### src/des_key_pkg.sv
package des_key_pkg;

	// Algorithm clock: a one-cycle enable derived from mclk.
	localparam int MCLK_HZ = 40_000_000;
	localparam int ALGO_HZ = 2_000_000;
	localparam int ALGO_DIV = MCLK_HZ / ALGO_HZ;
	localparam logic [4:0] ALGO_DIV_LAST = 5'(ALGO_DIV - 1);

	// Lengths in algorithm clock cycles.
	localparam logic [8:0] CYC_DATA = 9'h140;
	localparam logic [8:0] CYC_SKEY = 9'h148;
	localparam logic [8:0] CYC_XFER = 9'h008;

	localparam logic [2:0] KEY_BYTES_LAST = 3'h7;

	// Word index = {A2,A1,A0}; byte address = index * 4.
	localparam logic [2:0] IDX_STAGE = 3'h0;
	localparam logic [2:0] IDX_RESET = 3'h1;
	localparam logic [2:0] IDX_MASTER = 3'h2;
	localparam logic [2:0] IDX_PLAIN = 3'h3;
	localparam logic [2:0] IDX_DEC_DATA = 3'h4;
	localparam logic [2:0] IDX_ENC_DATA = 3'h5;
	localparam logic [2:0] IDX_DEC_SKEY = 3'h6;
	localparam logic [2:0] IDX_ENC_SKEY = 3'h7;
	localparam logic [2:0] IDX_RD_XFER = 3'h1;
	localparam logic [2:0] IDX_RD_STATUS = 3'h2;
	localparam logic [2:0] IDX_RD_DATA = 3'h4;

	localparam logic [2:0] HSIZE_WORD = 3'h2;
	localparam int STAT_FAULT_BIT = 7;
	localparam int STAT_BUSY_BIT = 6;

	typedef enum logic [2:0] {
		OP_ENC = 3'h1,
		OP_DEC = 3'h2,
		OP_XFER = 3'h4
	} op_t;

	typedef enum logic [3:0] {
		SEQ_IDLE = 4'h1,
		SEQ_MASTER = 4'h2,
		SEQ_PLAIN = 4'h4,
		SEQ_STAGE = 4'h8
	} seq_t;

	typedef enum logic [2:0] {
		DST_DATA = 3'h1,
		DST_SKEY = 3'h2,
		DST_XFER = 3'h4
	} dest_t;

	typedef enum logic [1:0] {
		ENG_IDLE = 2'h1,
		ENG_RUN = 2'h2
	} eng_state_t;

	// A key character is odd over all eight bits, parity in bit 0.
	function automatic logic byte_parity_bad(input logic [7:0] b);
		byte_parity_bad = ~(^b);
	endfunction

	function automatic logic key_parity_bad(input logic [63:0] k);
		key_parity_bad = 1'h0;
		for (int i = 0; i < 8; i++) begin
			key_parity_bad = key_parity_bad | byte_parity_bad(k[i*8 +: 8]);
		end
	endfunction

endpackage

### src/cipher_if.sv
`timescale 1ns/1ps
`default_nettype none
interface cipher_if;
	import des_key_pkg::*;
	logic start;
	logic abort;
	logic tick;
	op_t op;
	logic [8:0] len;
	logic [63:0] key;
	logic [63:0] din;
	logic busy;
	logic done;
	logic [63:0] dout;
	modport ctrl(output start, abort, tick, op, len, key, din,
		input busy, done, dout);
	modport eng(input start, abort, tick, op, len, key, din,
		output busy, done, dout);
endinterface
`default_nettype wire

### src/cipher_engine.sv
`timescale 1ns/1ps
`default_nettype none
module cipher_engine
	import des_key_pkg::*;
(
	input wire logic mclk,
	input wire logic rst_n,
	cipher_if.eng cif
);
	eng_state_t state_reg;
	op_t op_reg;
	logic [8:0] len_reg;
	logic [8:0] cnt_reg;
	logic [63:0] key_reg;
	logic [63:0] din_reg;
	logic [63:0] dout_reg;
	logic done_reg;
	logic last;
	logic [12:0] run_cyc_reg;

	// The round network is a reversible stand-in; only the timing and
	// the load paths are exact. A real round core drops in behind mix.
	function automatic logic [63:0] mix(input op_t o, input logic [63:0] k,
		input logic [63:0] d);
		logic [63:0] x;
		x = d ^ k;
		case (o)
		OP_ENC: mix = {x[55:0], x[63:56]};
		OP_DEC: mix = {d[7:0], d[63:8]} ^ k;
		default: mix = k;
		endcase
	endfunction

	assign last = cif.tick && cnt_reg == 9'(len_reg - 9'h001);
	assign cif.busy = state_reg == ENG_RUN;
	assign cif.done = done_reg;
	assign cif.dout = dout_reg;

	always_ff @(posedge mclk or negedge rst_n) begin
		if (!rst_n) begin
			state_reg <= ENG_IDLE;
		end else if (cif.abort) begin
			state_reg <= ENG_IDLE;
		end else begin
			case (state_reg)
			ENG_IDLE: if (cif.start) state_reg <= ENG_RUN;
			ENG_RUN: if (last) state_reg <= ENG_IDLE;
			default: state_reg <= ENG_IDLE;
			endcase
		end
	end

	always_ff @(posedge mclk or negedge rst_n) begin
		if (!rst_n) begin
			cnt_reg <= 9'h000;
			op_reg <= OP_XFER;
			len_reg <= CYC_XFER;
			key_reg <= 64'h0000_0000_0000_0000;
			din_reg <= 64'h0000_0000_0000_0000;
		end else if (state_reg == ENG_IDLE && cif.start) begin
			cnt_reg <= 9'h000;
			op_reg <= cif.op;
			len_reg <= cif.len;
			key_reg <= cif.key;
			din_reg <= cif.din;
		end else if (state_reg == ENG_RUN && cif.tick) begin
			cnt_reg <= cnt_reg + 9'h001; // see RL9
		end
	end

	always_ff @(posedge mclk or negedge rst_n) begin
		if (!rst_n) begin
			done_reg <= 1'h0;
			dout_reg <= 64'h0000_0000_0000_0000;
		end else begin
			done_reg <= state_reg == ENG_RUN && last && !cif.abort;
			if (state_reg == ENG_RUN && last) begin
				dout_reg <= mix(op_reg, key_reg, din_reg);
			end
		end
	end

	// Counts mclk cycles rather than ticks, so a skipped or doubled tick
	// shows up against the spacing of the divider.
	always_ff @(posedge mclk or negedge rst_n) begin
		if (!rst_n) begin
			run_cyc_reg <= 13'h0000;
		end else if (state_reg == ENG_IDLE && cif.start) begin
			run_cyc_reg <= 13'h0000;
		end else if (state_reg == ENG_RUN) begin
			run_cyc_reg <= run_cyc_reg + 13'h0001;
		end
	end
endmodule
`default_nettype wire

### src/des_key_ctrl.sv
// Summary of operation
// RL1 - Software reset accepted at any time.
// RL2 - Resets clear control, flags, counters; keep keys.
// RL3 - Reset during algorithm keeps master key.
// RL4 - Eight master writes load working and master.
// RL5 - Master key load is parity checked.
// RL6 - Eight plain writes load working key only.
// RL7 - Seven staged plus encipher loads working key.
// RL8 - Seven staged plus decipher loads working key.
// RL9 - Session key cipher takes 328 algorithm cycles.
// RL10 - Transfer read copies master into working key.
// RL11 - Key transfer takes eight algorithm cycles.
// RL12 - Key is eight characters, seven bits plus parity.
// RL13 - Parity in D0, odd over whole byte.
// RL14 - Host may leave parity bits zero.
// RL15 - Host resets then loads master key first.
// RL16 - Host writes eight, reads eight per block.
// RL17 - Feedback buffer starts with agreed fill.
// RL18 - Feedback encipher: XOR keystream, shift, reload.
// RL19 - Feedback decipher: XOR, shift received, reload, read.
// RL20 - Address and direction select eleven operations.
// RL21 - While busy only status and resets count.
// RL22 - Parity fault holds pin low until reset.
// RL23 - Ready pin inactive while busy, active idle.
// RL24 - Key byte counter advances, cleared by reset.
// RL25 - Any even character sets fault after eighth.
`timescale 1ns/1ps
`default_nettype none
module des_key_ctrl
	import des_key_pkg::*;
(
	input wire logic mclk,
	input wire logic rst_n,
	input wire logic hsel,
	input wire logic [31:0] haddr,
	input wire logic [1:0] htrans,
	input wire logic hwrite,
	input wire logic [2:0] hsize,
	input wire logic [31:0] hwdata,
	input wire logic hready,
	output logic hreadyout,
	output logic [31:0] hrdata,
	output logic hresp,
	output logic parity_irq_out,
	output logic parity_irq_out_oe_n,
	output logic ready_irq_out,
	output logic ready_irq_out_oe_n
);
	cipher_if cif();

	logic [2:0] idx;
	logic addr_ok;
	logic acc_rd;
	logic wr_ph_reg;
	logic [2:0] wr_idx_reg;
	logic [7:0] wbyte;
	logic busy_all;
	logic soft_rst;
	logic wr_go;
	logic wr_master, wr_plain, wr_stage;
	logic wr_enc_skey, wr_dec_skey, wr_enc_data, wr_dec_data;
	logic wr_trig;
	logic rd_xfer, rd_data;
	seq_t seq_reg;
	seq_t wr_kind;
	logic [2:0] key_cnt_reg;
	logic [2:0] cnt_base;
	logic load_key, key_last, key_bad;
	logic [55:0] kbuf_reg;
	logic perr_acc_reg;
	logic [63:0] new_key;
	logic [63:0] master_key_reg;
	logic [63:0] work_key_reg;
	logic master_set_reg;
	logic [63:0] data_reg;
	logic start_reg;
	op_t eng_op_reg;
	logic [8:0] eng_len_reg;
	logic [63:0] eng_key_reg;
	logic [63:0] eng_din_reg;
	dest_t dest_reg;
	logic fault_reg;
	logic fault_set;
	logic [7:0] rd_reg;
	logic [4:0] div_cnt_reg;
	logic tick_reg;

	function automatic logic hit(input logic en, input logic [2:0] a,
		input logic [2:0] b);
		hit = en && a == b;
	endfunction

	cipher_engine u_engine (
		.mclk(mclk),
		.rst_n(rst_n),
		.cif(cif)
	);

	// Zero wait states: every access completes in its data phase.
	assign hreadyout = 1'h1;
	assign hresp = 1'h0;
	assign hrdata = {24'h00_0000, rd_reg};

	assign idx = haddr[4:2];
	assign addr_ok = hsel && htrans[1] && hready && hsize == HSIZE_WORD &&
		haddr[31:5] == 27'h000_0000 && haddr[1:0] == 2'h0;
	assign acc_rd = addr_ok && !hwrite;
	assign wbyte = hwdata[7:0];

	always_ff @(posedge mclk or negedge rst_n) begin
		if (!rst_n) begin
			wr_ph_reg <= 1'h0;
			wr_idx_reg <= 3'h0;
		end else begin
			wr_ph_reg <= addr_ok && hwrite;
			wr_idx_reg <= idx;
		end
	end

	// The done cycle counts as busy so a read cannot race the result load.
	assign busy_all = cif.busy || start_reg || cif.done;
	assign soft_rst = hit(wr_ph_reg, wr_idx_reg, IDX_RESET); // see RL1
	assign wr_go = wr_ph_reg && !busy_all && !soft_rst; // see RL21
	assign wr_master = hit(wr_go, wr_idx_reg, IDX_MASTER); // see RL20
	assign wr_plain = hit(wr_go, wr_idx_reg, IDX_PLAIN);
	assign wr_stage = hit(wr_go, wr_idx_reg, IDX_STAGE);
	assign wr_enc_skey = hit(wr_go, wr_idx_reg, IDX_ENC_SKEY);
	assign wr_dec_skey = hit(wr_go, wr_idx_reg, IDX_DEC_SKEY);
	assign wr_enc_data = hit(wr_go, wr_idx_reg, IDX_ENC_DATA);
	assign wr_dec_data = hit(wr_go, wr_idx_reg, IDX_DEC_DATA);
	assign wr_trig = wr_enc_skey || wr_dec_skey || wr_enc_data ||
		wr_dec_data;
	// A trigger write in the same cycle wins; the read is then ignored.
	assign rd_xfer = hit(acc_rd && !busy_all && !wr_trig, idx,
		IDX_RD_XFER); // see RL10
	assign rd_data = hit(acc_rd, idx, IDX_RD_DATA);

	always_comb begin
		wr_kind = SEQ_IDLE;
		if (wr_master) wr_kind = SEQ_MASTER;
		else if (wr_plain) wr_kind = SEQ_PLAIN;
		else if (wr_stage) wr_kind = SEQ_STAGE;
	end

	// Any other accepted write breaks a run of consecutive key bytes.
	assign cnt_base = (seq_reg == wr_kind) ? key_cnt_reg : 3'h0;
	assign load_key = wr_master || wr_plain;
	assign key_last = load_key && cnt_base == KEY_BYTES_LAST; // see RL12
	assign new_key = {kbuf_reg, wbyte};
	assign key_bad = ((seq_reg == wr_kind) && perr_acc_reg) ||
		byte_parity_bad(wbyte); // see RL13

	always_ff @(posedge mclk or negedge rst_n) begin
		if (!rst_n) begin
			seq_reg <= SEQ_IDLE;
			key_cnt_reg <= 3'h0;
		end else if (soft_rst) begin
			seq_reg <= SEQ_IDLE; // see RL2
			key_cnt_reg <= 3'h0; // see RL24
		end else if (key_last) begin
			seq_reg <= SEQ_IDLE;
			key_cnt_reg <= 3'h0;
		end else if (load_key) begin
			seq_reg <= wr_kind;
			key_cnt_reg <= cnt_base + 3'h1; // see RL24
		end else if (wr_stage) begin
			seq_reg <= SEQ_STAGE;
			if (cnt_base != KEY_BYTES_LAST) begin
				key_cnt_reg <= cnt_base + 3'h1;
			end else begin
				key_cnt_reg <= cnt_base;
			end
		end else if (wr_go) begin
			seq_reg <= SEQ_IDLE;
			key_cnt_reg <= 3'h0;
		end
	end

	always_ff @(posedge mclk or negedge rst_n) begin
		if (!rst_n) begin
			kbuf_reg <= 56'h00_0000_0000_0000;
			perr_acc_reg <= 1'h0;
		end else if (soft_rst) begin
			perr_acc_reg <= 1'h0;
		end else if (load_key) begin
			kbuf_reg <= new_key[55:0];
			perr_acc_reg <= key_bad; // see RL5
		end
	end

	// Key stores carry no reset so that neither reset disturbs them.
	always_ff @(posedge mclk) begin
		if (key_last && wr_master) begin
			master_key_reg <= new_key; // see RL4
		end
	end

	always_ff @(posedge mclk) begin
		if (key_last) begin
			work_key_reg <= new_key; // see RL4 see RL6
		end else if (cif.done && !soft_rst && dest_reg != DST_DATA) begin
			work_key_reg <= cif.dout; // see RL7 see RL8 see RL10
		end
	end

	always_ff @(posedge mclk or negedge rst_n) begin
		if (!rst_n) begin
			master_set_reg <= 1'h0;
		end else if (key_last && wr_master) begin
			master_set_reg <= 1'h1;
		end
	end

	always_ff @(posedge mclk or negedge rst_n) begin
		if (!rst_n) begin
			data_reg <= 64'h0000_0000_0000_0000;
		end else if (soft_rst && busy_all) begin
			data_reg <= 64'h0000_0000_0000_0000; // see RL3
		end else if (wr_stage || wr_trig) begin
			data_reg <= {data_reg[55:0], wbyte};
		end else if (cif.done && !soft_rst && dest_reg == DST_DATA) begin
			data_reg <= cif.dout;
		end else if (rd_data && !busy_all) begin
			// Zeros follow each byte out so no result lingers.
			data_reg <= {data_reg[55:0], 8'h00};
		end
	end

	always_ff @(posedge mclk or negedge rst_n) begin
		if (!rst_n) begin
			start_reg <= 1'h0;
			eng_op_reg <= OP_XFER;
			eng_len_reg <= CYC_XFER;
			eng_key_reg <= 64'h0000_0000_0000_0000;
			eng_din_reg <= 64'h0000_0000_0000_0000;
			dest_reg <= DST_DATA;
		end else begin
			start_reg <= wr_trig || rd_xfer;
			if (wr_enc_skey || wr_dec_skey) begin
				eng_op_reg <= wr_enc_skey ? OP_ENC : OP_DEC; // see RL7 see RL8
				eng_len_reg <= CYC_SKEY; // see RL9
				eng_key_reg <= master_key_reg;
				eng_din_reg <= {data_reg[55:0], wbyte};
				dest_reg <= DST_SKEY;
			end else if (wr_enc_data || wr_dec_data) begin
				eng_op_reg <= wr_enc_data ? OP_ENC : OP_DEC;
				eng_len_reg <= CYC_DATA;
				eng_key_reg <= work_key_reg;
				eng_din_reg <= {data_reg[55:0], wbyte};
				dest_reg <= DST_DATA;
			end else if (rd_xfer) begin
				eng_op_reg <= OP_XFER;
				eng_len_reg <= CYC_XFER; // see RL11
				eng_key_reg <= master_key_reg;
				dest_reg <= DST_XFER;
			end
		end
	end

	assign cif.start = start_reg;
	assign cif.abort = soft_rst; // see RL3
	assign cif.tick = tick_reg;
	assign cif.op = eng_op_reg;
	assign cif.len = eng_len_reg;
	assign cif.key = eng_key_reg;
	assign cif.din = eng_din_reg;

	always_ff @(posedge mclk or negedge rst_n) begin
		if (!rst_n) begin
			div_cnt_reg <= 5'h00;
			tick_reg <= 1'h0;
		end else begin
			tick_reg <= div_cnt_reg == ALGO_DIV_LAST;
			if (div_cnt_reg == ALGO_DIV_LAST) begin
				div_cnt_reg <= 5'h00;
			end else begin
				div_cnt_reg <= div_cnt_reg + 5'h01;
			end
		end
	end

	// Data blocks also check the working key they run under.
	assign fault_set = (key_last && key_bad) ||
		(cif.done && !soft_rst && dest_reg == DST_SKEY &&
		key_parity_bad(cif.dout)) ||
		((wr_enc_data || wr_dec_data) && key_parity_bad(work_key_reg));

	always_ff @(posedge mclk or negedge rst_n) begin
		if (!rst_n) begin
			fault_reg <= 1'h0;
		end else if (fault_set) begin
			fault_reg <= 1'h1; // see RL25 see RL7 see RL8
		end else if (soft_rst) begin
			fault_reg <= 1'h0; // see RL22
		end
	end

	always_ff @(posedge mclk or negedge rst_n) begin
		if (!rst_n) begin
			rd_reg <= 8'h00;
		end else if (acc_rd) begin
			case (idx)
			IDX_RD_STATUS: begin
				rd_reg <= 8'h00;
				rd_reg[STAT_FAULT_BIT] <= fault_reg;
				rd_reg[STAT_BUSY_BIT] <= busy_all;
			end
			IDX_RD_DATA: rd_reg <= busy_all ? 8'h00 : data_reg[63:56];
			default: rd_reg <= 8'h00; // see RL10
			endcase
		end
	end

	// Open-drain pins: low enable means the pin is pulled low.
	assign parity_irq_out = 1'h0;
	assign parity_irq_out_oe_n = !fault_reg; // see RL22
	assign ready_irq_out = 1'h0;
	assign ready_irq_out_oe_n = busy_all; // see RL23
endmodule
`default_nettype wire

### config.mk
export PLATFORM = sky130hd
export DESIGN_NAME = des_key_ctrl
export DESIGN_NICKNAME = d
export VERILOG_FILES = /design/src/des_key_pkg.sv /design/src/cipher_if.sv /design/src/cipher_engine.sv /design/src/des_key_ctrl.sv
export SDC_FILE = /design/constraint.sdc
export NUM_CORES = 1
export LEC_CHECK = 0
export BUFFER_PORTS_ARGS = -buffer_cell sky130_fd_sc_hd__buf_2
export CAP_MARGIN = 5
export CORE_ASPECT_RATIO = 1.75
export CORE_MARGIN = 4
export CORE_UTILIZATION = 52
export CTS_BUF_LIST = sky130_fd_sc_hd__clkbuf_8
export DETAILED_ROUTE_END_ITERATION = 8
export PLACE_DENSITY = 0.69
export SLEW_MARGIN = 20
export SYNTH_ARGS = -nofsm -noshare
export SYNTH_HDL_FRONTEND = slang
export SYNTH_SLANG_ARGS = --single-unit
### constraint.sdc
create_clock -name mclk -period 17.5 [get_ports mclk]
set_clock_uncertainty 0.05 [all_clocks]
set_input_delay 3.5 -clock mclk [delete_from_list [all_inputs] [get_ports mclk]]
set_output_delay 3.5 -clock mclk [all_outputs]
set_load 0.005 [all_outputs]
# Word level (Yosys, flattened, before mapping)
# Cells that the tools add are included.
word_totals:
  regBits: 635
  inputBits: 74
op_classes:
  add_sub_neg: 4
  n_reduce_logical: 85
  n_bitwise: 34
  mux: 50
  eq_ne: 25
ops:
  columns: ["cell", "n"]
  rows:
  - ["64-bit 2-to-1 mux", 11]
  - ["8-bit XOR reduction", 17]
  - ["64-bit case mux with 2 select lines", 1]
  - ["64-bit bitwise XOR", 2]
  - ["9-bit 2-to-1 mux", 5]
  - ["1-bit logical AND", 38]
  - ["3-bit 2-to-1 mux", 12]
  - ["4-bit 2-to-1 mux", 8]
  - ["27-bit zero test", 1]
  - ["3-bit by 2-bit equality test with 1-bit output (second input constant)", 6]
  - ["3-bit equality test (second input constant)", 6]
  - ["1-bit NOT", 18]
  - ["8-bit case mux with 2 select lines", 1]
  - ["1-bit bitwise OR", 14]
  - ["3-bit by 1-bit equality test with 1-bit output (second input constant)", 4]
  - ["1-bit logical OR", 12]
  - ["2-bit 2-to-1 mux", 5]
  - ["2-bit nonzero test", 5]
  - ["9-bit by 1-bit adder with 9-bit output (second input constant)", 1]
  - ["9-bit equality test", 1]
  - ["9-bit by 1-bit subtractor with 9-bit output (second input constant)", 1]
  - ["8-bit 2-to-1 mux", 1]
  - ["3-bit by 1-bit inequality test with 1-bit output (second input constant)", 2]
  - ["3-bit inequality test (second input constant)", 2]
  - ["16 further kinds", 24]

# Longest topological paths before layout
logic_depth:
  ltp_word: 18
  mapped_depth: 14

# Hierarchy
# From an unflattened synthesis, not the netlist that was laid out.
unflattened:
  hier_cells: 2650
  hier_area_um2: 28887.7
modules_own_cells:
  columns: ["module", "instances", "area_per_inst_um2", "seq_area_each_um2", "cells_each"]
  rows:
  - ["des_key_ctrl", 1, 18268.8, 10955.5, 1543]
  - ["cipher_engine", 1, 10618.9, 5408.9, 1107]

# Worst setup path after synthesis
# No wires, ideal clock.
synth_timing:
  path_kind: "register -> register"
  startpoint: "reg wr_ph_reg"
  endpoint: "reg work_key_reg[0], enable pin"
  path_slack_ns: 11.508
  setup_ns: 0.574
  synth_period_minus_slack_ns: 5.992
  n_path_buf: 1
  arrival_time_ns: 5.368
  path_stages_with_launch: 6
  t_required_ns: 16.876
  cell_sequence: "dfrtp_1 > nor2b_1 > nand2_1 > buf_2 > nand2_1 > o21ai_0"
synth_via:
  elab_chain_cells: 12
synth_rtl:
  columns: ["element", "line", "rtl"]
  rows:
  - ["start: declaration", "des_key_ctrl.sv:54", "logic wr_ph_reg;"]
  - ["start signal: assignment", "des_key_ctrl.sv:115", "wr_ph_reg <= addr_ok && hwrite;"]
  - ["1-bit logical AND", "des_key_ctrl.sv:90", "hit = en && a == b;"]
  - ["1-bit zero test", "des_key_ctrl.sv:123, des_key_ctrl.sv:201", null]
  - ["1-bit logical AND", "des_key_ctrl.sv:123", "assign wr_go = wr_ph_reg && !busy_all && !soft_rst;"]
  - ["1-bit logical AND", "des_key_ctrl.sv:90", null]
  - ["4-bit 2-to-1 mux", "des_key_ctrl.sv:142", "else if (wr_stage) wr_kind = SEQ_STAGE;"]
  - ["4-bit 2-to-1 mux", "des_key_ctrl.sv:141", "else if (wr_plain) wr_kind = SEQ_PLAIN;"]
  - ["4-bit 2-to-1 mux", "des_key_ctrl.sv:140", "if (wr_master) wr_kind = SEQ_MASTER;"]
  - ["4-bit equality test", "des_key_ctrl.sv:146", "assign cnt_base = (seq_reg == wr_kind) ? key_cnt_reg : 3'h0;"]
  - ["3-bit 2-to-1 mux", "des_key_ctrl.sv:146", null]
  - ["3-bit equality test", "des_key_ctrl.sv:148", "assign key_last = load_key && cnt_base == KEY_BYTES_LAST;"]
  - ["1-bit logical AND", "des_key_ctrl.sv:148", null]
  - ["2-bit nonzero test (no line) (*)", null, null]
  - ["end signal: assignment", "des_key_ctrl.sv:200", "work_key_reg <= new_key;"]
  - ["end signal: assignment", "des_key_ctrl.sv:202", "work_key_reg <= cif.dout;"]
  - ["end: declaration", "des_key_ctrl.sv:73", "logic [63:0] work_key_reg;"]
# Mark *: on every way between the ends. The rest lies on a longest branch, timed or not.
# A chain may end at the register's enable or synchronous reset.

# Worst setup path in the final report
layout_timing:
  startpoint: "in haddr[11]"
  endpoint: "reg eng_key_reg[51], in the netlist cif.key[51]"
layout_via:
  elab_chain_cells: 8
layout_rtl:
  columns: ["element", "line", "rtl"]
  rows:
  - ["start: declaration", "des_key_ctrl.sv:35", "input wire logic [31:0] haddr,"]
  - ["27-bit zero test", "des_key_ctrl.sv:106", "haddr[31:5] == 27'h000_0000 && haddr[1:0] == 2'h0;"]
  - ["1-bit logical AND", "des_key_ctrl.sv:105", "assign addr_ok = hsel && htrans[1] && hready && hsize == HSIZE_WORD &&"]
  - ["1-bit logical AND", "des_key_ctrl.sv:106", null]
  - ["1-bit logical AND", "des_key_ctrl.sv:107", "assign acc_rd = addr_ok && !hwrite;"]
  - ["1-bit logical AND (2 in a row)", "des_key_ctrl.sv:134", "assign rd_xfer = hit(acc_rd && !busy_all && !wr_trig, idx,"]
  - ["1-bit logical AND", "des_key_ctrl.sv:90", null]
  - ["3-bit nonzero test (no line)", null, null]
  - ["end signal: assignment", "des_key_ctrl.sv:242", "eng_key_reg <= master_key_reg;"]
  - ["end signal: assignment", "des_key_ctrl.sv:248", "eng_key_reg <= work_key_reg;"]
  - ["end signal: assignment", "des_key_ctrl.sv:254", "eng_key_reg <= master_key_reg;"]
  - ["end: declaration", "des_key_ctrl.sv:79", "logic [63:0] eng_key_reg;"]
# Every way passes these cells.

==> impl_metrics.env <==
export IMPL_syn_area_per_cell_um2=10.3
export IMPL_antenna_found_initial=1
export IMPL_hold_viol_final=0
export IMPL_outcome="complete, no violations"
export IMPL_grt_pass1_wl_mm=118
export IMPL_viasPerCell=5.80
export IMPL_coreArea_um2=52500
export IMPL_cp_max_fo=65
export IMPL_rsz0062_at_grt="no"
export IMPL_gr_usage_all_layers_pct=26.8
export IMPL_final_max_slew_viol_count=0
export IMPL_initial_utilization_pct=52.5
export IMPL_leakage_nw=14.3
export IMPL_io_buffers=58
export IMPL_top_usage_layer="met2"
export IMPL_numCtsBuffers=87
export IMPL_yosysWarnings=0
export IMPL_fmax_mhz=162
export IMPL_cp_cell_sequence="buf_2, nor4_1, nand4_1, nor4_4, and4_4, mux2_2, buf_4, a221o_1"
export IMPL_htree_num_levels=3
export IMPL_critical_path_required_ns=18.03
export IMPL_place_hpwl_mm=45.3
export IMPL_finalSetupTns_ns=0
export IMPL_cts_resized_gates=0
export IMPL_cellPowerDensity_nw_per_um2=87.6
export IMPL_drc=0
export IMPL_r2r_slack_ns=12.44
export IMPL_hold_buffers=0
export IMPL_drt_total_wl_mm=76.1
export IMPL_finalCriticalPeriod_ns=6.16
export IMPL_grt_overflow=0
export IMPL_crit_slowest_cell="nor4_4"
export IMPL_fin_cells=3457
export IMPL_relSlewSlack_pct=24.8
export IMPL_cts_reportedPaths_clkPinSlew_ns=0.07
export IMPL_post_drt_wl_per_cell_um=22.0
export IMPL_syn_inst=2686
export IMPL_synth_seq_cells=621
export IMPL_worstSetupPathType="primary input to register"
export IMPL_fin_crit_sh_pct=35.2
export IMPL_start_kind="primary input"
export IMPL_drive_above_1_share_pct=11.1
export IMPL_ys_seq_area_share_pct=58.7
export IMPL_vias=20000
export IMPL_synth_cell_types=51
export IMPL_cpPeakStageDelay_ns=0.85
export IMPL_drv_cap=0
export IMPL_grt_max_degree=166
export IMPL_clock_latency_ns=0.67
export IMPL_die_area_um2=56900
export IMPL_first_global_vias=20600
export IMPL_clock_tree_root_cell="clkbuf_8"
export IMPL_cp_top_family="simple AND/OR/NAND/NOR gates"
export IMPL_tightest_slew_ns=1.13
export IMPL_clock_sinks=621
export IMPL_die_h_um=313
export IMPL_use_met2_pct=46.8
export IMPL_firstDrtPassIters=5
export IMPL_worst_path_buf_inv=2
export IMPL_hold_class="register to register"
export IMPL_ant_nets=0
export IMPL_placed_cells=3293
export IMPL_use_met3_pct=3.62
export IMPL_cts_tree="yes"
export IMPL_dieWidth_um=182
export IMPL_postSynth_asyncResetShare_pct=79.4
export IMPL_peakVddDrop_v=0.0000528
export IMPL_cts_setup_buffers=0
export IMPL_fill_cells=4532
export IMPL_cp_end_kind="register"
export IMPL_p_total_mw=2.64
export IMPL_pin_count=112
export IMPL_gp_congestion=0.876
export IMPL_synth_ff_type="dfrtp_1"
export IMPL_arrival_ns=6.69
export IMPL_met1_usage_pct=31.4
export IMPL_finalSetupViolCount=0
export IMPL_area_growth_pct=9.11
export IMPL_syn_area_um2=27600
export IMPL_synth_edf_count=128
export IMPL_nNetsFinal=2788
export IMPL_clock_path_buffers=3
export IMPL_drt_iter0_drc=1885
export IMPL_row_count=111
-- layer usage --
metal | part of all wire [%] | wire [um] | vias to the layer above
li1 | - | - | 9054
met1 | 37 | 28000 | 10100
met2 | 52 | 39600 | 672
met3 | 5.1 | 3880 | 205
met4 | 6.1 | 4620 | 0
met5 | 0 | 0 | -
-- cell type report --
cell class / count / area [um^2] / share of cell area [%]
diodes: 1 / 2.50 / 0.00832
clock inverters: 52 / 220 / 0.732
repair buffers: 85 / 559 / 1.86
flip-flops and latches: 621 / 16200 / 53.8
inverters: 20 / 75.1 / 0.250
multi-input cells: 1891 / 10700 / 35.5
well taps: 678 / 848 / 2.82
clock buffers: 109 / 1500 / 4.99
-- logic make-up (layout without fill, tap and decap cells) --
| group | count (synthesis) | in the layout | synth area share (%) |
|---|---|---|---|
| AND/OR/NAND/NOR | 1169 | 1169 | 17.3 |
| buffers and inverters | 200 | 266 | 3.33 |
| multiplexers | 129 | 129 | 5.01 |
| adder cells (fa/ha/maj) | 8 | 8 | 0.363 |
| flip-flops | 621 | 621 | 58.7 |
| AO/OA/AOI/OAI | 360 | 360 | 9.01 |
| other | 2 | 29 | 0.0272 |
| XOR/XNOR | 197 | 197 | 6.26 |
-- placed cells by master (no fill, tap or decap), types with 9 or more instances in the layout --
cell type	n
a21oi_1	76
a221o_1	63
a22oi_1	10
a31oi_1	55
and2_1	70
buf_2	57
buf_4	23
clkbuf_8	109
clkinv_2	10
conb_1	28
dfrtp_1	486
edfxtp_1	128
inv_1	57
mux2_2	71
mux2i_1	58
nand2_1	919
nand3_1	20
nand4_1	9
nor2_1	96
o21ai_0	28
o22ai_1	53
o31ai_1	57
xnor2_1	160
xor2_1	37
-- power breakdown --
group	internal (mW)	switching (mW)	total, mW	leakage (nW)
clock network	0.562	0.561	1.12	1.03
registers	1.47	0.00140	1.47	7.67
logic	0.00780	0.0311	0.0389	5.58
total	2.04	0.594	2.64	14.3
-- worst reg2reg max path, delay by kind of cell, from the launching register on --
kind / cells / cell delay (ns)
buf+inv: 2 / 1.33
compound gates: 3 / 0.94
simple gates: 4 / 1.07
fa+ha+maj: 2 / 0.56
flops: 1 / 0.65
-- synth_stat cells (all sizes together), types with 9 or more instances --
cell type	n	area (um^2)
o31ai	57	428
nand4	9	56.3
nand2	921	3460
dfrtp	486	12200
buf	65	410
a31oi	55	344
nand3	23	115
nor2	102	385
a221o	63	631
and2	70	438
xnor2	160	1400
edfxtp	128	3840
a22oi	10	75.1
mux2	71	800
o22ai	53	332
o21ai	29	145
mux2i	58	581
clkbuf	115	432
nor4	9	71.3
inv	20	75.1
a21oi	76	380
xor2	37	324
-- metrics by stage --
stage | area, um^2 | hold slack (ns) | utilization (%) | setup slack (ns)
after detailed placement | 28300 | 0.400 | 53.9 | 10.68
final | 30100 | 0.410 | 57.3 | 11.34
after global routing | 30100 | 0.434 | 57.3 | 11.18
after global placement | 28300 | 0.398 | 53.9 | 10.78
after CTS | 30000 | 0.413 | 57.2 | 11.38
after floorplan | 27700 | 0.383 | - | 11.51
-- worst paths after layout --
kind,from,endpoint,depth (start not counted)
max,haddr[11],cif.key[51]$_DFFE_PN0P_,8
min,cif.din[34]$_DFFE_PN0N_,u_engine.din_reg[34]$_DFFE_PN0P_,2
max reg2reg,wr_idx_reg[1]$_DFF_PN0_,work_key_reg[45]$_DFFE_PP_,11
min reg2reg,cif.din[34]$_DFFE_PN0N_,u_engine.din_reg[34]$_DFFE_PN0P_,2
max in group asynchronous,rst_n,kbuf_reg[37]$_DFFE_PN0P_,3
min in group asynchronous,rst_n,div_cnt_reg[2]$_DFF_PN0_,1
Power figures use the tool's default switching activity.
